$ cat src/chan_four_pkg.sv
// Constants and types for the output channel four control block
// Behaviour
// - Source codes: 0 PLL, 2 primary, 3 secondary
// - Driver type: off, AC style, HCSL, LVCMOS
// - Mode one: tail current, or positive leg
// - Code three: 16 mA HCSL, 8 mA AC
// - Mode two: HCSL load, or negative leg
// - Divide ratio equals divider field plus one
// - Divider only for PLL; references bypass it
// - Reset values: control 0x18, divider 0x02
// - Doubler enabled: references deliver doubled frequency
package chan_four_pkg;
   // Register indices; byte address is four times the index
   localparam logic [7:0] CTL_IDX = 8'h25;
   localparam logic [7:0] DIV_IDX = 8'h26;
   localparam logic [31:0] CTL_ADDR = 32'({CTL_IDX, 2'h0});
   localparam logic [31:0] DIV_ADDR = 32'({DIV_IDX, 2'h0});
   // Control register field positions (low bit of each two-bit field)
   localparam int SRC_LSB = 6;
   localparam int TYPE_LSB = 4;
   localparam int MODE1_LSB = 2;
   localparam int MODE2_LSB = 0;
   // Reset values
   localparam logic [1:0] SRC_RST = 2'h0;
   localparam logic [1:0] TYPE_RST = 2'h1;
   localparam logic [1:0] MODE1_RST = 2'h2;
   localparam logic [1:0] MODE2_RST = 2'h0;
   localparam logic [7:0] CTL_RST = {SRC_RST, TYPE_RST, MODE1_RST, MODE2_RST};
   localparam logic [7:0] DIV_RST = 8'h02;
   // Tail currents in mA
   localparam logic [4:0] TAIL_4MA = 5'h04;
   localparam logic [4:0] TAIL_6MA = 5'h06;
   localparam logic [4:0] TAIL_8MA = 5'h08;
   localparam logic [4:0] TAIL_16MA = 5'h10;
   // HCSL load in ohms, zero meaning tristate
   localparam logic [7:0] LOAD_OFF = 8'h00;
   localparam logic [7:0] LOAD_50 = 8'h32;
   localparam logic [7:0] LOAD_100 = 8'h64;
   localparam logic [7:0] LOAD_200 = 8'hc8;
   // AHB transfer type bit that marks an active transfer
   localparam int HTRANS_ACTIVE_BIT = 1;
   // Channel clock source
   typedef enum logic [1:0] {
      SRC_PLL = 2'b00,
      SRC_RSVD = 2'b01,
      SRC_PRI = 2'b10,
      SRC_SEC = 2'b11
   } src_t;
   // Output driver type
   typedef enum logic [1:0] {
      DRV_OFF = 2'b00,
      DRV_AC = 2'b01,
      DRV_HCSL = 2'b10,
      DRV_CMOS = 2'b11
   } drv_t;
endpackage : chan_four_pkg

$ cat src/chan_source_mux.sv
// Clock source selection for channel four, with doubled references
`timescale 1ns/1ps
module chan_source_mux (
   input wire logic clk_i,
   input wire logic nrst_i,
   input wire chan_four_pkg::src_t src_i,
   input wire logic dbl_en_i,
   input wire logic pll_tick_i,
   input wire logic pri_tick_i,
   input wire logic sec_tick_i,
   input wire logic pri_x2_tick_i,
   input wire logic sec_x2_tick_i,
   output logic tick_o,
   output logic bypass_o
);
   import chan_four_pkg::*;

   // Pick one source tick; reserved code passes nothing
   always_comb begin
      tick_o = 1'b0;
      bypass_o = 1'b1;
      case (src_i)
         SRC_PLL: begin
            tick_o = pll_tick_i;
            bypass_o = 1'b0;
         end
         SRC_PRI: begin
            tick_o = dbl_en_i ? pri_x2_tick_i : pri_tick_i;
         end
         SRC_SEC: begin
            tick_o = dbl_en_i ? sec_x2_tick_i : sec_tick_i;
         end
         default: begin
            tick_o = 1'b0;
         end
      endcase
   end

   a_pri_route: assert property (@(posedge clk_i) disable iff (!nrst_i)
      (src_i == SRC_PRI && !dbl_en_i) |-> (tick_o == pri_tick_i && bypass_o))
      else $error("primary reference not routed");
   a_dbl_route: assert property (@(posedge clk_i) disable iff (!nrst_i)
      (src_i == SRC_SEC && dbl_en_i) |-> (tick_o == sec_x2_tick_i))
      else $error("doubled secondary reference not routed");
endmodule : chan_source_mux

$ cat src/chan_divider.sv
// Programmable output divider, ratio is field value plus one
`timescale 1ns/1ps
module chan_divider #(
   parameter int WIDTH = 8
) (
   input wire logic clk_i,
   input wire logic nrst_i,
   input wire logic tick_i,
   input wire logic bypass_i,
   input wire logic [WIDTH-1:0] div_i,
   output logic tick_o
);
   import chan_four_pkg::*;

   logic [WIDTH-1:0] cnt_q; // Input ticks seen in this output period

   // Count input ticks; >= keeps a shrunk ratio from running away
   always_ff @(posedge clk_i) begin
      if (!nrst_i) begin
         cnt_q <= '0;
      end else if (bypass_i) begin
         cnt_q <= '0;
      end else if (tick_i) begin
         if (cnt_q >= div_i) begin
            cnt_q <= '0;
         end else begin
            cnt_q <= cnt_q + 1'b1;
         end
      end
   end

   // Registered output tick, one cycle behind the input
   always_ff @(posedge clk_i) begin
      if (!nrst_i) begin
         tick_o <= 1'b0;
      end else if (bypass_i) begin
         tick_o <= tick_i;
      end else begin
         tick_o <= tick_i && (cnt_q >= div_i);
      end
   end

   a_bypass_pass: assert property (@(posedge clk_i) disable iff (!nrst_i)
      bypass_i |=> (tick_o == $past(tick_i)))
      else $error("bypassed tick not passed through");
   a_div_ratio: assert property (@(posedge clk_i) disable iff (!nrst_i)
      (!bypass_i && tick_i && cnt_q < div_i) |=> !tick_o)
      else $error("divider fired before ratio reached");
   a_div_count: assert property (@(posedge clk_i) disable iff (!nrst_i)
      (!bypass_i && tick_i && cnt_q == div_i && $stable(div_i)) |=> (tick_o && cnt_q == '0))
      else $error("divider missed its terminal count");
endmodule : chan_divider

$ cat src/output_channel_four_control.sv
// Channel four control registers over AHB-Lite, source mux and divider
//
// Chosen here: the AHB-Lite register port.
`timescale 1ns/1ps
module output_channel_four_control #(
   parameter int DIV_WIDTH = 8
) (
   input wire logic clk_i,
   input wire logic nrst_i,
   // AHB-Lite slave
   input wire logic hsel_i,
   input wire logic [31:0] haddr_i,
   input wire logic [1:0] htrans_i,
   input wire logic hwrite_i,
   input wire logic [2:0] hsize_i,
   input wire logic [31:0] hwdata_i,
   input wire logic hready_i,
   output logic [31:0] hrdata_o,
   output logic hreadyout_o,
   output logic hresp_o,
   // Source ticks, one cycle per source clock edge
   input wire logic dbl_en_i,
   input wire logic pll_tick_i,
   input wire logic pri_tick_i,
   input wire logic sec_tick_i,
   input wire logic pri_x2_tick_i,
   input wire logic sec_x2_tick_i,
   // Channel output and driver settings
   output logic chan_tick_o,
   output logic drv_en_o,
   output chan_four_pkg::drv_t drv_type_o,
   output logic [4:0] tail_ma_o,
   output logic [7:0] load_ohm_o,
   output logic [1:0] cmos_p_o,
   output logic [1:0] cmos_n_o
);
   import chan_four_pkg::*;

   logic [7:0] ctl_q; // Control register
   logic [DIV_WIDTH-1:0] div_q; // Divider register
   logic wr_pend_q; // Write data phase pending
   logic [31:0] wr_addr_q; // Address of pending write
   logic rd_go; // Read taken this cycle
   logic wr_go; // Write taken this cycle
   logic [7:0] ctl_view; // Control value with write forwarding
   logic [DIV_WIDTH-1:0] div_view; // Divider value with write forwarding
   src_t src; // Selected source
   drv_t drv; // Driver type
   logic [1:0] mode1; // First mode field
   logic [1:0] mode2; // Second mode field
   logic sel_tick; // Tick after source mux
   logic bypass; // Reference source skips the divider

   // Read data comes from flops loaded in the address phase, so no stall is needed
   // Never wait, never fail
   assign hreadyout_o = 1'b1;
   assign hresp_o = 1'b0;

   // Address phase acceptance; only word accesses are expected
   // Size is ignored: a narrow write would still replace the whole field
   assign rd_go = hsel_i && htrans_i[HTRANS_ACTIVE_BIT] && hready_i && !hwrite_i;
   assign wr_go = hsel_i && htrans_i[HTRANS_ACTIVE_BIT] && hready_i && hwrite_i;

   // Capture write address so the data phase knows its target
   // Write data trails its address by one cycle on this bus
   always_ff @(posedge clk_i) begin
      if (!nrst_i) begin
         wr_pend_q <= 1'b0;
         wr_addr_q <= '0;
      end else begin
         wr_pend_q <= wr_go;
         if (wr_go) begin
            wr_addr_q <= haddr_i;
         end
      end
   end

   // Control register; write lands in the data phase
   // Reserved source code is stored as written; the mux keeps it quiet
   always_ff @(posedge clk_i) begin
      if (!nrst_i) begin
         ctl_q <= CTL_RST;
      end else if (wr_pend_q && wr_addr_q == CTL_ADDR) begin
         ctl_q <= hwdata_i[7:0];
      end
   end

   // Divider register
   // A smaller ratio wraps the counter at once rather than running on
   always_ff @(posedge clk_i) begin
      if (!nrst_i) begin
         div_q <= DIV_WIDTH'(DIV_RST);
      end else if (wr_pend_q && wr_addr_q == DIV_ADDR) begin
         div_q <= hwdata_i[DIV_WIDTH-1:0];
      end
   end

   // Forward a write in its data phase to a read right behind it
   // Without it a read straight after a write would return the stale value
   always_comb begin
      ctl_view = ctl_q;
      div_view = div_q;
      if (wr_pend_q && wr_addr_q == CTL_ADDR) begin
         ctl_view = hwdata_i[7:0];
      end
      if (wr_pend_q && wr_addr_q == DIV_ADDR) begin
         div_view = hwdata_i[DIV_WIDTH-1:0];
      end
   end

   // Read data registered at the address phase; unmapped reads zero
   // Zero for unmapped addresses keeps stale data off the bus
   always_ff @(posedge clk_i) begin
      if (!nrst_i) begin
         hrdata_o <= '0;
      end else if (rd_go) begin
         if (haddr_i == CTL_ADDR) begin
            hrdata_o <= 32'(ctl_view);
         end else if (haddr_i == DIV_ADDR) begin
            hrdata_o <= 32'(div_view);
         end else begin
            hrdata_o <= '0;
         end
      end
   end

   // Field split
   // Layout from the top: source, driver type, first mode, second mode
   assign src = src_t'(ctl_q[SRC_LSB +: 2]);
   assign drv = drv_t'(ctl_q[TYPE_LSB +: 2]);
   assign mode1 = ctl_q[MODE1_LSB +: 2];
   assign mode2 = ctl_q[MODE2_LSB +: 2];

   // Source selection
   // Reference sources come back with bypass set so the divider stands aside
   chan_source_mux u_mux (
      .clk_i(clk_i),
      .nrst_i(nrst_i),
      .src_i(src),
      .dbl_en_i(dbl_en_i),
      .pll_tick_i(pll_tick_i),
      .pri_tick_i(pri_tick_i),
      .sec_tick_i(sec_tick_i),
      .pri_x2_tick_i(pri_x2_tick_i),
      .sec_x2_tick_i(sec_x2_tick_i),
      .tick_o(sel_tick),
      .bypass_o(bypass)
   );

   // Output divider
   // Runs on the shared clock; each source edge arrives as a one-cycle tick
   chan_divider #(
      .WIDTH(DIV_WIDTH)
   ) u_div (
      .clk_i(clk_i),
      .nrst_i(nrst_i),
      .tick_i(sel_tick),
      .bypass_i(bypass),
      .div_i(div_q),
      .tick_o(chan_tick_o)
   );

   // Driver type and enable
   // Registered so the analog settings never see a decode glitch
   always_ff @(posedge clk_i) begin
      if (!nrst_i) begin
         drv_type_o <= DRV_OFF;
         drv_en_o <= 1'b0;
      end else begin
         drv_type_o <= drv;
         drv_en_o <= (drv != DRV_OFF);
      end
   end

   // Tail current: differential types only
   // Code three depends on the type, so type and mode are decoded together
   always_ff @(posedge clk_i) begin
      if (!nrst_i) begin
         tail_ma_o <= '0;
      end else if (drv == DRV_AC || drv == DRV_HCSL) begin
         case (mode1)
            2'h0: tail_ma_o <= TAIL_4MA;
            2'h1: tail_ma_o <= TAIL_6MA;
            2'h2: tail_ma_o <= TAIL_8MA;
            default: tail_ma_o <= (drv == DRV_HCSL) ? TAIL_16MA : TAIL_8MA;
         endcase
      end else begin
         tail_ma_o <= '0;
      end
   end

   // Load resistor: meaningful in HCSL only
   // Other types report tristate so no stray load value leaks out
   always_ff @(posedge clk_i) begin
      if (!nrst_i) begin
         load_ohm_o <= LOAD_OFF;
      end else if (drv == DRV_HCSL) begin
         case (mode2)
            2'h1: load_ohm_o <= LOAD_50;
            2'h2: load_ohm_o <= LOAD_100;
            2'h3: load_ohm_o <= LOAD_200;
            default: load_ohm_o <= LOAD_OFF;
         endcase
      end else begin
         load_ohm_o <= LOAD_OFF;
      end
   end

   // CMOS legs: 0 tristate, 1 low, 2 inverted, 3 true; tristate otherwise
   // Leg codes pass straight through; the pad logic interprets them
   always_ff @(posedge clk_i) begin
      if (!nrst_i) begin
         cmos_p_o <= '0;
         cmos_n_o <= '0;
      end else if (drv == DRV_CMOS) begin
         cmos_p_o <= mode1;
         cmos_n_o <= mode2;
      end else begin
         cmos_p_o <= '0;
         cmos_n_o <= '0;
      end
   end

   // Register reset values, checked the cycle after reset is seen
   a_reset_values: assert property (@(posedge clk_i)
      !nrst_i |=> (ctl_q == CTL_RST && div_q == DIV_WIDTH'(DIV_RST)))
      else $error("reset values wrong");

   // Driver decode
   a_drv_off: assert property (@(posedge clk_i) disable iff (!nrst_i)
      (drv == DRV_OFF) |=> !drv_en_o)
      else $error("driver enabled while type is off");

   a_tail_hcsl: assert property (@(posedge clk_i) disable iff (!nrst_i)
      (drv == DRV_HCSL && mode1 == 2'h3) |=> (tail_ma_o == TAIL_16MA))
      else $error("HCSL code three tail not 16 mA");

   a_tail_ac: assert property (@(posedge clk_i) disable iff (!nrst_i)
      (drv == DRV_AC && mode1 == 2'h3) |=> (tail_ma_o == TAIL_8MA))
      else $error("AC code three tail not 8 mA");

   a_tail_low: assert property (@(posedge clk_i) disable iff (!nrst_i)
      (drv == DRV_AC && mode1 == 2'h0) |=> (tail_ma_o == TAIL_4MA))
      else $error("code zero tail not 4 mA");

   a_load_hcsl: assert property (@(posedge clk_i) disable iff (!nrst_i)
      (drv == DRV_HCSL && mode2 == 2'h2) |=> (load_ohm_o == LOAD_100))
      else $error("HCSL load not 100 ohm");

   a_cmos_legs: assert property (@(posedge clk_i) disable iff (!nrst_i)
      (drv == DRV_CMOS) |=> (cmos_p_o == $past(mode1) && cmos_n_o == $past(mode2)))
      else $error("CMOS legs do not follow mode fields");

   // Clock routing
   a_rsvd_quiet: assert property (@(posedge clk_i) disable iff (!nrst_i)
      (src == SRC_RSVD) [*2] |-> !chan_tick_o)
      else $error("reserved source produced a tick");

   a_ref_bypass: assert property (@(posedge clk_i) disable iff (!nrst_i)
      (src == SRC_PRI && !dbl_en_i && pri_tick_i) |=> chan_tick_o)
      else $error("reference source was divided");

   a_sec_bypass: assert property (@(posedge clk_i) disable iff (!nrst_i)
      (src == SRC_SEC && !dbl_en_i && sec_tick_i) |=> chan_tick_o)
      else $error("secondary reference was divided");

   a_pll_divided: assert property (@(posedge clk_i) disable iff (!nrst_i)
      (src == SRC_PLL) |-> !bypass)
      else $error("PLL source skipped the divider");

   // Ratio one passes every tick
   a_div_unity: assert property (@(posedge clk_i) disable iff (!nrst_i)
      (src == SRC_PLL && div_q == '0 && pll_tick_i) |=> chan_tick_o)
      else $error("ratio one dropped a tick");

   // Remaining tail codes
   a_tail_six: assert property (@(posedge clk_i) disable iff (!nrst_i)
      (drv == DRV_HCSL && mode1 == 2'h1) |=> (tail_ma_o == TAIL_6MA))
      else $error("code one tail not 6 mA");

   a_tail_mid: assert property (@(posedge clk_i) disable iff (!nrst_i)
      ((drv == DRV_AC || drv == DRV_HCSL) && mode1 == 2'h2) |=> (tail_ma_o == TAIL_8MA))
      else $error("code two tail not 8 mA");

   // No tail is reported for the off and CMOS types
   a_tail_none: assert property (@(posedge clk_i) disable iff (!nrst_i)
      (drv == DRV_OFF || drv == DRV_CMOS) |=> (tail_ma_o == '0))
      else $error("tail reported outside differential types");

   // Remaining load codes and the idle load
   a_load_low: assert property (@(posedge clk_i) disable iff (!nrst_i)
      (drv == DRV_HCSL && mode2 == 2'h1) |=> (load_ohm_o == LOAD_50))
      else $error("HCSL load not 50 ohm");

   a_load_top: assert property (@(posedge clk_i) disable iff (!nrst_i)
      (drv == DRV_HCSL && mode2 == 2'h3) |=> (load_ohm_o == LOAD_200))
      else $error("HCSL load not 200 ohm");

   a_load_idle: assert property (@(posedge clk_i) disable iff (!nrst_i)
      (drv != DRV_HCSL) |=> (load_ohm_o == LOAD_OFF))
      else $error("load reported outside HCSL");

   // Legs idle and enable on outside their types
   a_cmos_idle: assert property (@(posedge clk_i) disable iff (!nrst_i)
      (drv != DRV_CMOS) |=> (cmos_p_o == '0 && cmos_n_o == '0))
      else $error("CMOS legs active outside CMOS type");

   a_drv_on: assert property (@(posedge clk_i) disable iff (!nrst_i)
      (drv != DRV_OFF) |=> (drv_en_o && drv_type_o == $past(drv)))
      else $error("driver not enabled for its type");
endmodule : output_channel_four_control

$ cat config.mk
export PLATFORM = sky130hd
export DESIGN_NAME = output_channel_four_control
export DESIGN_NICKNAME = d
export VERILOG_FILES = /design/src/chan_four_pkg.sv /design/src/chan_source_mux.sv /design/src/chan_divider.sv /design/src/output_channel_four_control.sv
export SDC_FILE = /design/constraint.sdc
export NUM_CORES = 1
export LEC_CHECK = 0
export BUFFER_PORTS_ARGS = -buffer_cell sky130_fd_sc_hd__clkbuf_2
export CORE_MARGIN = 3
export CORE_UTILIZATION = 50
export CTS_CLUSTER_DIAMETER = 40
export DETAILED_ROUTE_END_ITERATION = 8
export PLACE_DENSITY = 0.83
export SYNTH_ARGS = -nofsm -noshare
export SYNTH_HDL_FRONTEND = slang
export SYNTH_SLANG_ARGS = --single-unit
$ cat constraint.sdc
create_clock -name clk_i -period 2.6 [get_ports clk_i]
set_input_delay 0.52 -clock clk_i [delete_from_list [all_inputs] [get_ports clk_i]]
set_output_delay 0.52 -clock clk_i [all_outputs]
set_load 0.01 [all_outputs]
==> results.py, run 1 <==
metrics = {
    "outcome": {
        "status": "finished, final reports clean",
    },
    "timing": {
        "fin_crit_ns": 2.17,
        "setup_violations": 0,
        "skew_ns": 0.00976,
        "max_freq_mhz": 461,
        "rsz0062_at_grt": "false",
        "slew_violations": 0,
        "fin_setup_tns_ns": 0,
        "finalHoldViolations": 0,
        "finalCritPeriodShare_pct": 83.4,
        "hold_slack_ns": 0.387,
    },
    "logic_synthesis": {
        "netlist_area_mm2": 0.00381,
        "synth_cells": 429,
        "synth.area.mux_share_pct": 4.73,
        "yosys_warnings": 0,
        "synth_compound_area_share_pct": 11.8,
        "synthXorXnorAreaFrac_pct": 1.61,
        "yosysSeqAreaShare_pct": 43.1,
        "synth_edf_count": 0,
        "ys.flop_type": "dfxtp_1",
        "async_flop_share_pct": 0,
        "syn_avg_cell_area_um2": 8.88,
        "synth_top_family_by_area": "simple AND/OR/NAND/NOR gates",
        "synth_simple_gate_area_share_pct": 23.0,
        "ys_ff_latch": 82,
        "synthAdderAreaFrac_pct": 5.25,
        "synthDistinctLibCells": 48,
    },
    "critical_path": {
        "path_class": "flip-flop to flip-flop",
        "ff2ff_path_depth": 7,
        "worst_setup_path_end_kind": "flip-flop",
        "cp_data_required_time_ns": 2.84,
        "crit_slowest_cell": "nor4b_1",
        "cp_cell_sequence": "nor4b_1, nand4_1, nor4b_2, buf_4, mux2i_1, nor2_1, o221a_1",
        "cp.arrival_ns": 2.41,
        "path_max_fanout": 10,
        "max_stage_delay_ns": 0.34,
        "startpoint_type": "flip-flop",
    },
    "placed_design": {
        "gp_congestion": 0.846,
        "port-buffer-count": 78,
        "dp_hpwl_um": 5750,
        "detailed_place.area_mm2": 0.00416,
    },
    "floorplanning": {
        "dieArea_mm2": 0.00871,
        "num_rows": 31,
        "die_w_um": 93.3,
        "coreArea_mm2": 0.00733,
        "io-pin-count": 135,
        "die_h_um": 93.3,
        "start_util_pct": 52.0,
    },
    "route": {
        "vias": 3077,
        "wl_per_cell_um": 12.9,
        "wl_um": 7830,
        "first_pass_iters": 4,
        "vias_per_cell": 5.07,
        "drc": 0,
        "drtIter0Drc": 96,
        "ant_nets": 0,
    },
    "pwr": {
        "leakagePower_nw": 1.85,
        "p_per_area_mw_per_mm2": 584,
        "ir_worst_vdd_uv": 310,
        "p_sw_mw": 0.578,
        "seq_power_share_pct": 50.2,
        "power_frac_comb_pct": 7.0,
        "p_sw_share_pct": 22.5,
        "p_clk_share_pct": 42.8,
        "report.power.total_mw": 2.57,
        "p_int_mw": 1.99,
    },
    "clock_network": {
        "clock_path_buffers": 2,
        "insertion_delay_ns": 0.36,
        "cts_tree": "done",
        "cts.sinks": 82,
        "cts_resized": 0,
        "cts-root-buf": "clkbuf_8",
        "ctsHoldBuffers": 0,
        "cts_buffers": 9,
        "cts_setup_buffers": 0,
        "htree_num_levels": 3,
        "clkTransAtPathRegs_ns": 0.09,
    },
    "finish": {
        "drive_gt1_share_pct": 22.4,
        "area_growth_syn_to_layout_pct": 15.5,
        "layout_commonest_cell": "dfxtp_1",
        "nets": 599,
        "n_antenna_cell": 0,
        "post-route-util_pct": 60.1,
        "fin_area_mm2": 0.00440,
        "final_cell_mix": "82 x dfxtp_1, 80 x nand2_1, 78 x clkbuf_2",
    },
    "run": {
        "max_cap_violations": 0,
    },
    "grt": {
        "grt_antenna_before_repair": 0,
        "track_usage_pct": 18.6,
        "grt_pass1_wl_um": 12800,
        "grt.overflow.total": 0,
        "first_global_vias": 2902,
        "grt_max_degree": 34,
    },
    "worst_hold_path": {
        "whs_path_depth": 3,
        "min_path_type": "input port to flip-flop",
    },
}
==> sequential cells by signal, indices dropped and copies added, names as in the netlist <==
name	cells
load_ohm_o	5
drv_type_o	2
u_div.cnt_q	8
div_q	8
wr_pend_q	1
u_div.tick_o	1
ctl_q	8
drv_en_o	1
cmos_n_o	2
tail_ma_o	4
wr_addr_q	32
hrdata_o	8
cmos_p_o	2
==> per-stage QoR <==
stage / setup WS (ns) / cells
after floorplan: 0.692 / 455
after global placement: 0.313 / 591
after detailed placement: 0.266 / 591
after CTS: 0.428 / 607
after global routing: 0.178 / 607
final: 0.430 / 607
==> worst max-delay path, delay by kind of cell, from the launching register on <==
kind,cells,cell delay (ns)
AND/OR/NAND/NOR,4,0.95
flip-flops,1,0.32
multiplexers,1,0.29
buffers and inverters,1,0.26
AO/OA/AOI/OAI,1,0.23
==> cell usage after synthesis, types with 3 or more instances <==
library cell | number | area, µm²
a21boi_0 | 14 | 105
a21o_1 | 3 | 22.5
a21oi_1 | 21 | 105
and3_1 | 11 | 68.8
buf_4 | 31 | 233
buf_6 | 3 | 33.8
clkbuf_1 | 14 | 52.6
dfxtp_1 | 82 | 1640
ha_1 | 16 | 200
inv_1 | 16 | 60.1
mux2i_1 | 18 | 180
nand2_1 | 80 | 300
nand3_1 | 11 | 55.1
nand4_1 | 7 | 43.8
nor2_1 | 36 | 135
nor4_1 | 7 | 43.8
o211ai_1 | 7 | 52.6
o221a_1 | 7 | 78.8
xor2_1 | 6 | 52.6
==> layout make-up <==
class                      instances  area [µm²]
sequential                        82        1640
multi-input combinational        306        1870
clock inverter                     6         114
timing repair buffer              87         458
fill                             665        2930
tap                               99         124
clock buffer                      10         128
inverter                          17        63.8
==> path summary, 6_finish.rpt <==
| kind | start | end | slack [ns] |
|---|---|---|---|
| max | wr_addr_q[5] | hrdata_o[7] | 0.43 |
| max reg2reg | wr_addr_q[5] | hrdata_o[7] | 0.43 |
| min reg2reg | wr_addr_q[7] | wr_addr_q[7] | 0.46 |
| min | haddr_i[8] | wr_addr_q[8] | 0.39 |
==> cell families (layout without fill, tap and decap cells) <==
group           count (synthesis)  after routing
fa+ha+maj                      16             16
buf+inv                        67            120
flops                          82             82
mux                            18             18
other cells                     2             28
simple gates                  175            175
xor+xnor                        7              7
compound gates                 62             62
==> power groups by stage <==
stage               Sequential [mW]  Combinational, mW  Clock, mW
floorplan                      1.32              0.129          0
detailed placement             1.32              0.179          0
finish                         1.29              0.180       1.10
CTS                            1.29              0.179       1.12
global placement               1.32              0.174          0
global route                   1.29              0.201       1.17
==> per-layer routing <==
layer / vias to the layer above / track usage [%] / wire (µm)
li1: 1559 / - / -
met5: - / 0 / 0
met1: 1422 / 22.2 / 3440
met2: 81 / 31.0 / 3770
met4: 0 / 9.40 / 191
met3: 15 / 4.42 / 426
No activity file was read; power rests on OpenSTA's default activity.
==> run 2: changes to the inputs <==
ABC_AREA = 1   (was default)
PLACE_DENSITY = 0.82   (was 0.83)
clock period = 2 ns   (was 2.6 ns; I/O delays follow)
==> results.py, run 2 <==
metrics = {
    "grt": {
        "first_global_vias": 3040,
        "grtUsageMet3_pct": 3.63,
        "track_usage_pct": 18.7,
        "gr-max-usage-layer": "met2",
        "grt_pass1_wl_um": 13300,
        "grt.overflow.total": 0,
        "grt_antenna_before_repair": 0,
        "grt_max_degree": 29,
        "grt_use_met2_pct": 31.1,
        "grtUsageMet1_pct": 23.1,
    },
    "critical_path": {
        "startpoint_type": "flip-flop",
        "crit_slowest_cell": "dfxtp_1",
        "path_class": "flip-flop to flip-flop",
        "max_stage_delay_ns": 0.43,
        "path_max_fanout": 7,
        "cp_cell_sequence": "ha_1, a21oi_1, nor2_1, nor3_1, nand3_1, nand2_1, nand2_1, a21oi_1",
        "cp.buffers_inverters": 0,
        "r2r_setup_slack_ns": 0.24,
        "r2r_end": "u_div.cnt_q[0]",
        "cp.depth": 8,
        "cp.arrival_ns": 2.04,
        "ff2ff_path_depth": 8,
        "crit_family": "simple AND/OR/NAND/NOR gates",
        "r2r-start": "u_div.cnt_q[5]",
        "worst_setup_path_end_kind": "flip-flop",
        "cp_data_required_time_ns": 2.28,
    },
    "finish": {
        "n_antenna_cell": 0,
        "nets": 733,
        "area_growth_syn_to_layout_pct": 14.9,
        "largest-register": "wr_addr_q",
        "final_cell_mix": "124 x nor2_1, 86 x nand2_1, 82 x dfxtp_1",
        "largest_reg_flops": 32,
        "fillers": 725,
        "layout_commonest_cell": "nor2_1",
        "drive_gt1_share_pct": 18.8,
        "final_cell_count_no_fill": 744,
    },
    "route": {
        "vias_per_cell": 4.80,
        "wl_per_cell_um": 11.2,
        "first_pass_iters": 4,
        "wl_um": 8340,
        "drtIter0Drc": 114,
        "drc": 0,
        "vias": 3573,
        "ant_nets": 0,
    },
    "run": {
        "max_cap_violations": 0,
    },
    "floorplanning": {
        "start_util_pct": 51.6,
        "coreArea_mm2": 0.00777,
        "die_w_um": 95.5,
        "dieArea_mm2": 0.00912,
        "io-pin-count": 135,
        "num_rows": 32,
        "die_h_um": 95.5,
    },
    "clock_network": {
        "cts_setup_buffers": 0,
        "htree_num_levels": 3,
        "ctsHoldBuffers": 0,
        "cts.sinks": 82,
        "cts_resized": 0,
        "clock_path_buffers": 2,
        "insertion_delay_ns": 0.35,
        "clkTransAtPathRegs_ns": 0.09,
        "cts-root-buf": "clkbuf_8",
        "cts_tree": "done",
        "cts_buffers": 9,
    },
    "timing": {
        "fin_setup_tns_ns": 0,
        "skew_ns": 0.0161,
        "fin_crit_ns": 1.76,
        "slew_violations": 0,
        "max_freq_mhz": 568,
        "setup_violations": 0,
        "finalCritPeriodShare_pct": 88.0,
        "hold_slack_ns": 0.284,
        "rsz0062_at_grt": "false",
        "finalHoldViolations": 0,
    },
    "placed_design": {
        "port-buffer-count": 78,
        "gp_congestion": 0.810,
        "dp_hpwl_um": 6190,
        "dp.cells": 728,
    },
    "pwr": {
        "leakagePower_nw": 2.34,
        "ir_worst_vdd_uv": 350,
        "p_sw_mw": 0.827,
        "p_sw_share_pct": 24.7,
        "p_int_mw": 2.52,
        "p_per_area_mw_per_mm2": 728,
        "seq_power_share_pct": 50.3,
        "power_frac_comb_pct": 9.8,
        "report.power.total_mw": 3.35,
        "p_clk_share_pct": 39.9,
    },
    "outcome": {
        "status": "finished, final reports clean",
    },
    "worst_hold_path": {
        "min_path_type": "input port to flip-flop",
        "whs_path_depth": 3,
        "holdPathEnd": "wr_addr_q[28]",
        "hold_path_startpoint": "haddr_i[28]",
    },
    "logic_synthesis": {
        "synthTopCellsByCount": "124 x nor2_1, 86 x nand2_1, 82 x dfxtp_1",
        "yosys.area.top_type": "dfxtp_1",
        "synth_top_area_share_pct": 41.0,
        "synth_cells": 559,
        "ys_ff_latch": 82,
        "syn_avg_cell_area_um2": 7.17,
        "netlist_area_mm2": 0.00401,
        "synth_edf_count": 0,
        "synthMostInstantiatedCell": "nor2_1",
        "synthTopCellsByArea": "dfxtp_1 41%, nor2_1 12%, nand2_1 8.1%",
        "yosys_warnings": 0,
        "async_flop_share_pct": 0,
        "synthDistinctLibCells": 29,
        "yosysSeqAreaShare_pct": 41.0,
        "ys.flop_type": "dfxtp_1",
    },
}
-- run 2: cell types whose count changed after synthesis, moves of 14 or more --
cell	change
o21ai_0	+31
nor2_1	+88
mux2i_1	-18
inv_1	+48
a21boi_0	-14
nand3_1	+40
-- run 2: worst max path at each step --
| stage | slack [ns] | to | from |
|---|---|---|---|
| floorplan | 0.59 | u_div.cnt_q[0] | div_q[5] |
| global placement | 0.40 | u_div.cnt_q[0] | div_q[5] |
| detailed placement | 0.31 | u_div.cnt_q[5] | u_div.cnt_q[5] |
| CTS | 0.25 | u_div.cnt_q[5] | div_q[5] |
| global route | 0.13 | u_div.cnt_q[1] | div_q[5] |
| finish | 0.24 | u_div.cnt_q[0] | u_div.cnt_q[5] |
-- run 2: layer usage --
| layer | vias to the layer above | wire [µm] | part of all wire [%] |
|---|---|---|---|
| li1 | 1839 | - | - |
| met1 | 1592 | 3680 | 44 |
| met2 | 126 | 3840 | 46 |
| met3 | 16 | 608 | 7.3 |
| met4 | 0 | 203 | 2.4 |
| met5 | - | 0 | 0 |
-- run 2: cells by family after synthesis --
group                      count (synthesis)  share of synthesized area (%)
AOI/OAI and AO/OA                         55                           7.06
DFF                                       82                           41.0
adders and majority gates                 16                           5.00
xor gates and xnor gates                   4                          0.874
other                                      2                          0.187
buffers and inverters                    112                           14.0
and+or+nand+nor                          288                           31.9
-- run 2: layout make-up --
class,instances,area (µm²),area share [%]
clock inverters,6,90.1,1.96
repair buffers,86,450,9.79
well taps,102,128,2.77
multi-input cells,391,1900,41.4
inverters,67,251,5.46
clock buffers,10,138,2.99
flip-flops and latches,82,1640,35.7
-- run 2: tightest hold or removal path, stage by stage --
cell and delay [ns]:
clkbuf_2 0.09, nor2_1 0.04, nor2_1 0.08
-- run 2: power groups by stage --
stage          sequential, mW  clock, mW  combinational [mW]
2_1_floorplan            1.72          0               0.269
3_3_place_gp             1.72          0               0.319
3_5_place_dp             1.72          0               0.326
4_1_cts                  1.68       1.37               0.328
5_1_grt                  1.69       1.43               0.369
6_report                 1.68       1.34               0.328
-- run 2: stage by stage --
stage	instance area, µm²	util (%)	setup WS, ns
floorplan	4100	-	0.592
global placement	4370	56.3	0.403
detailed placement	4370	56.3	0.307
CTS	4600	59.2	0.250
global route	4600	59.2	0.132
finish	4600	59.2	0.240
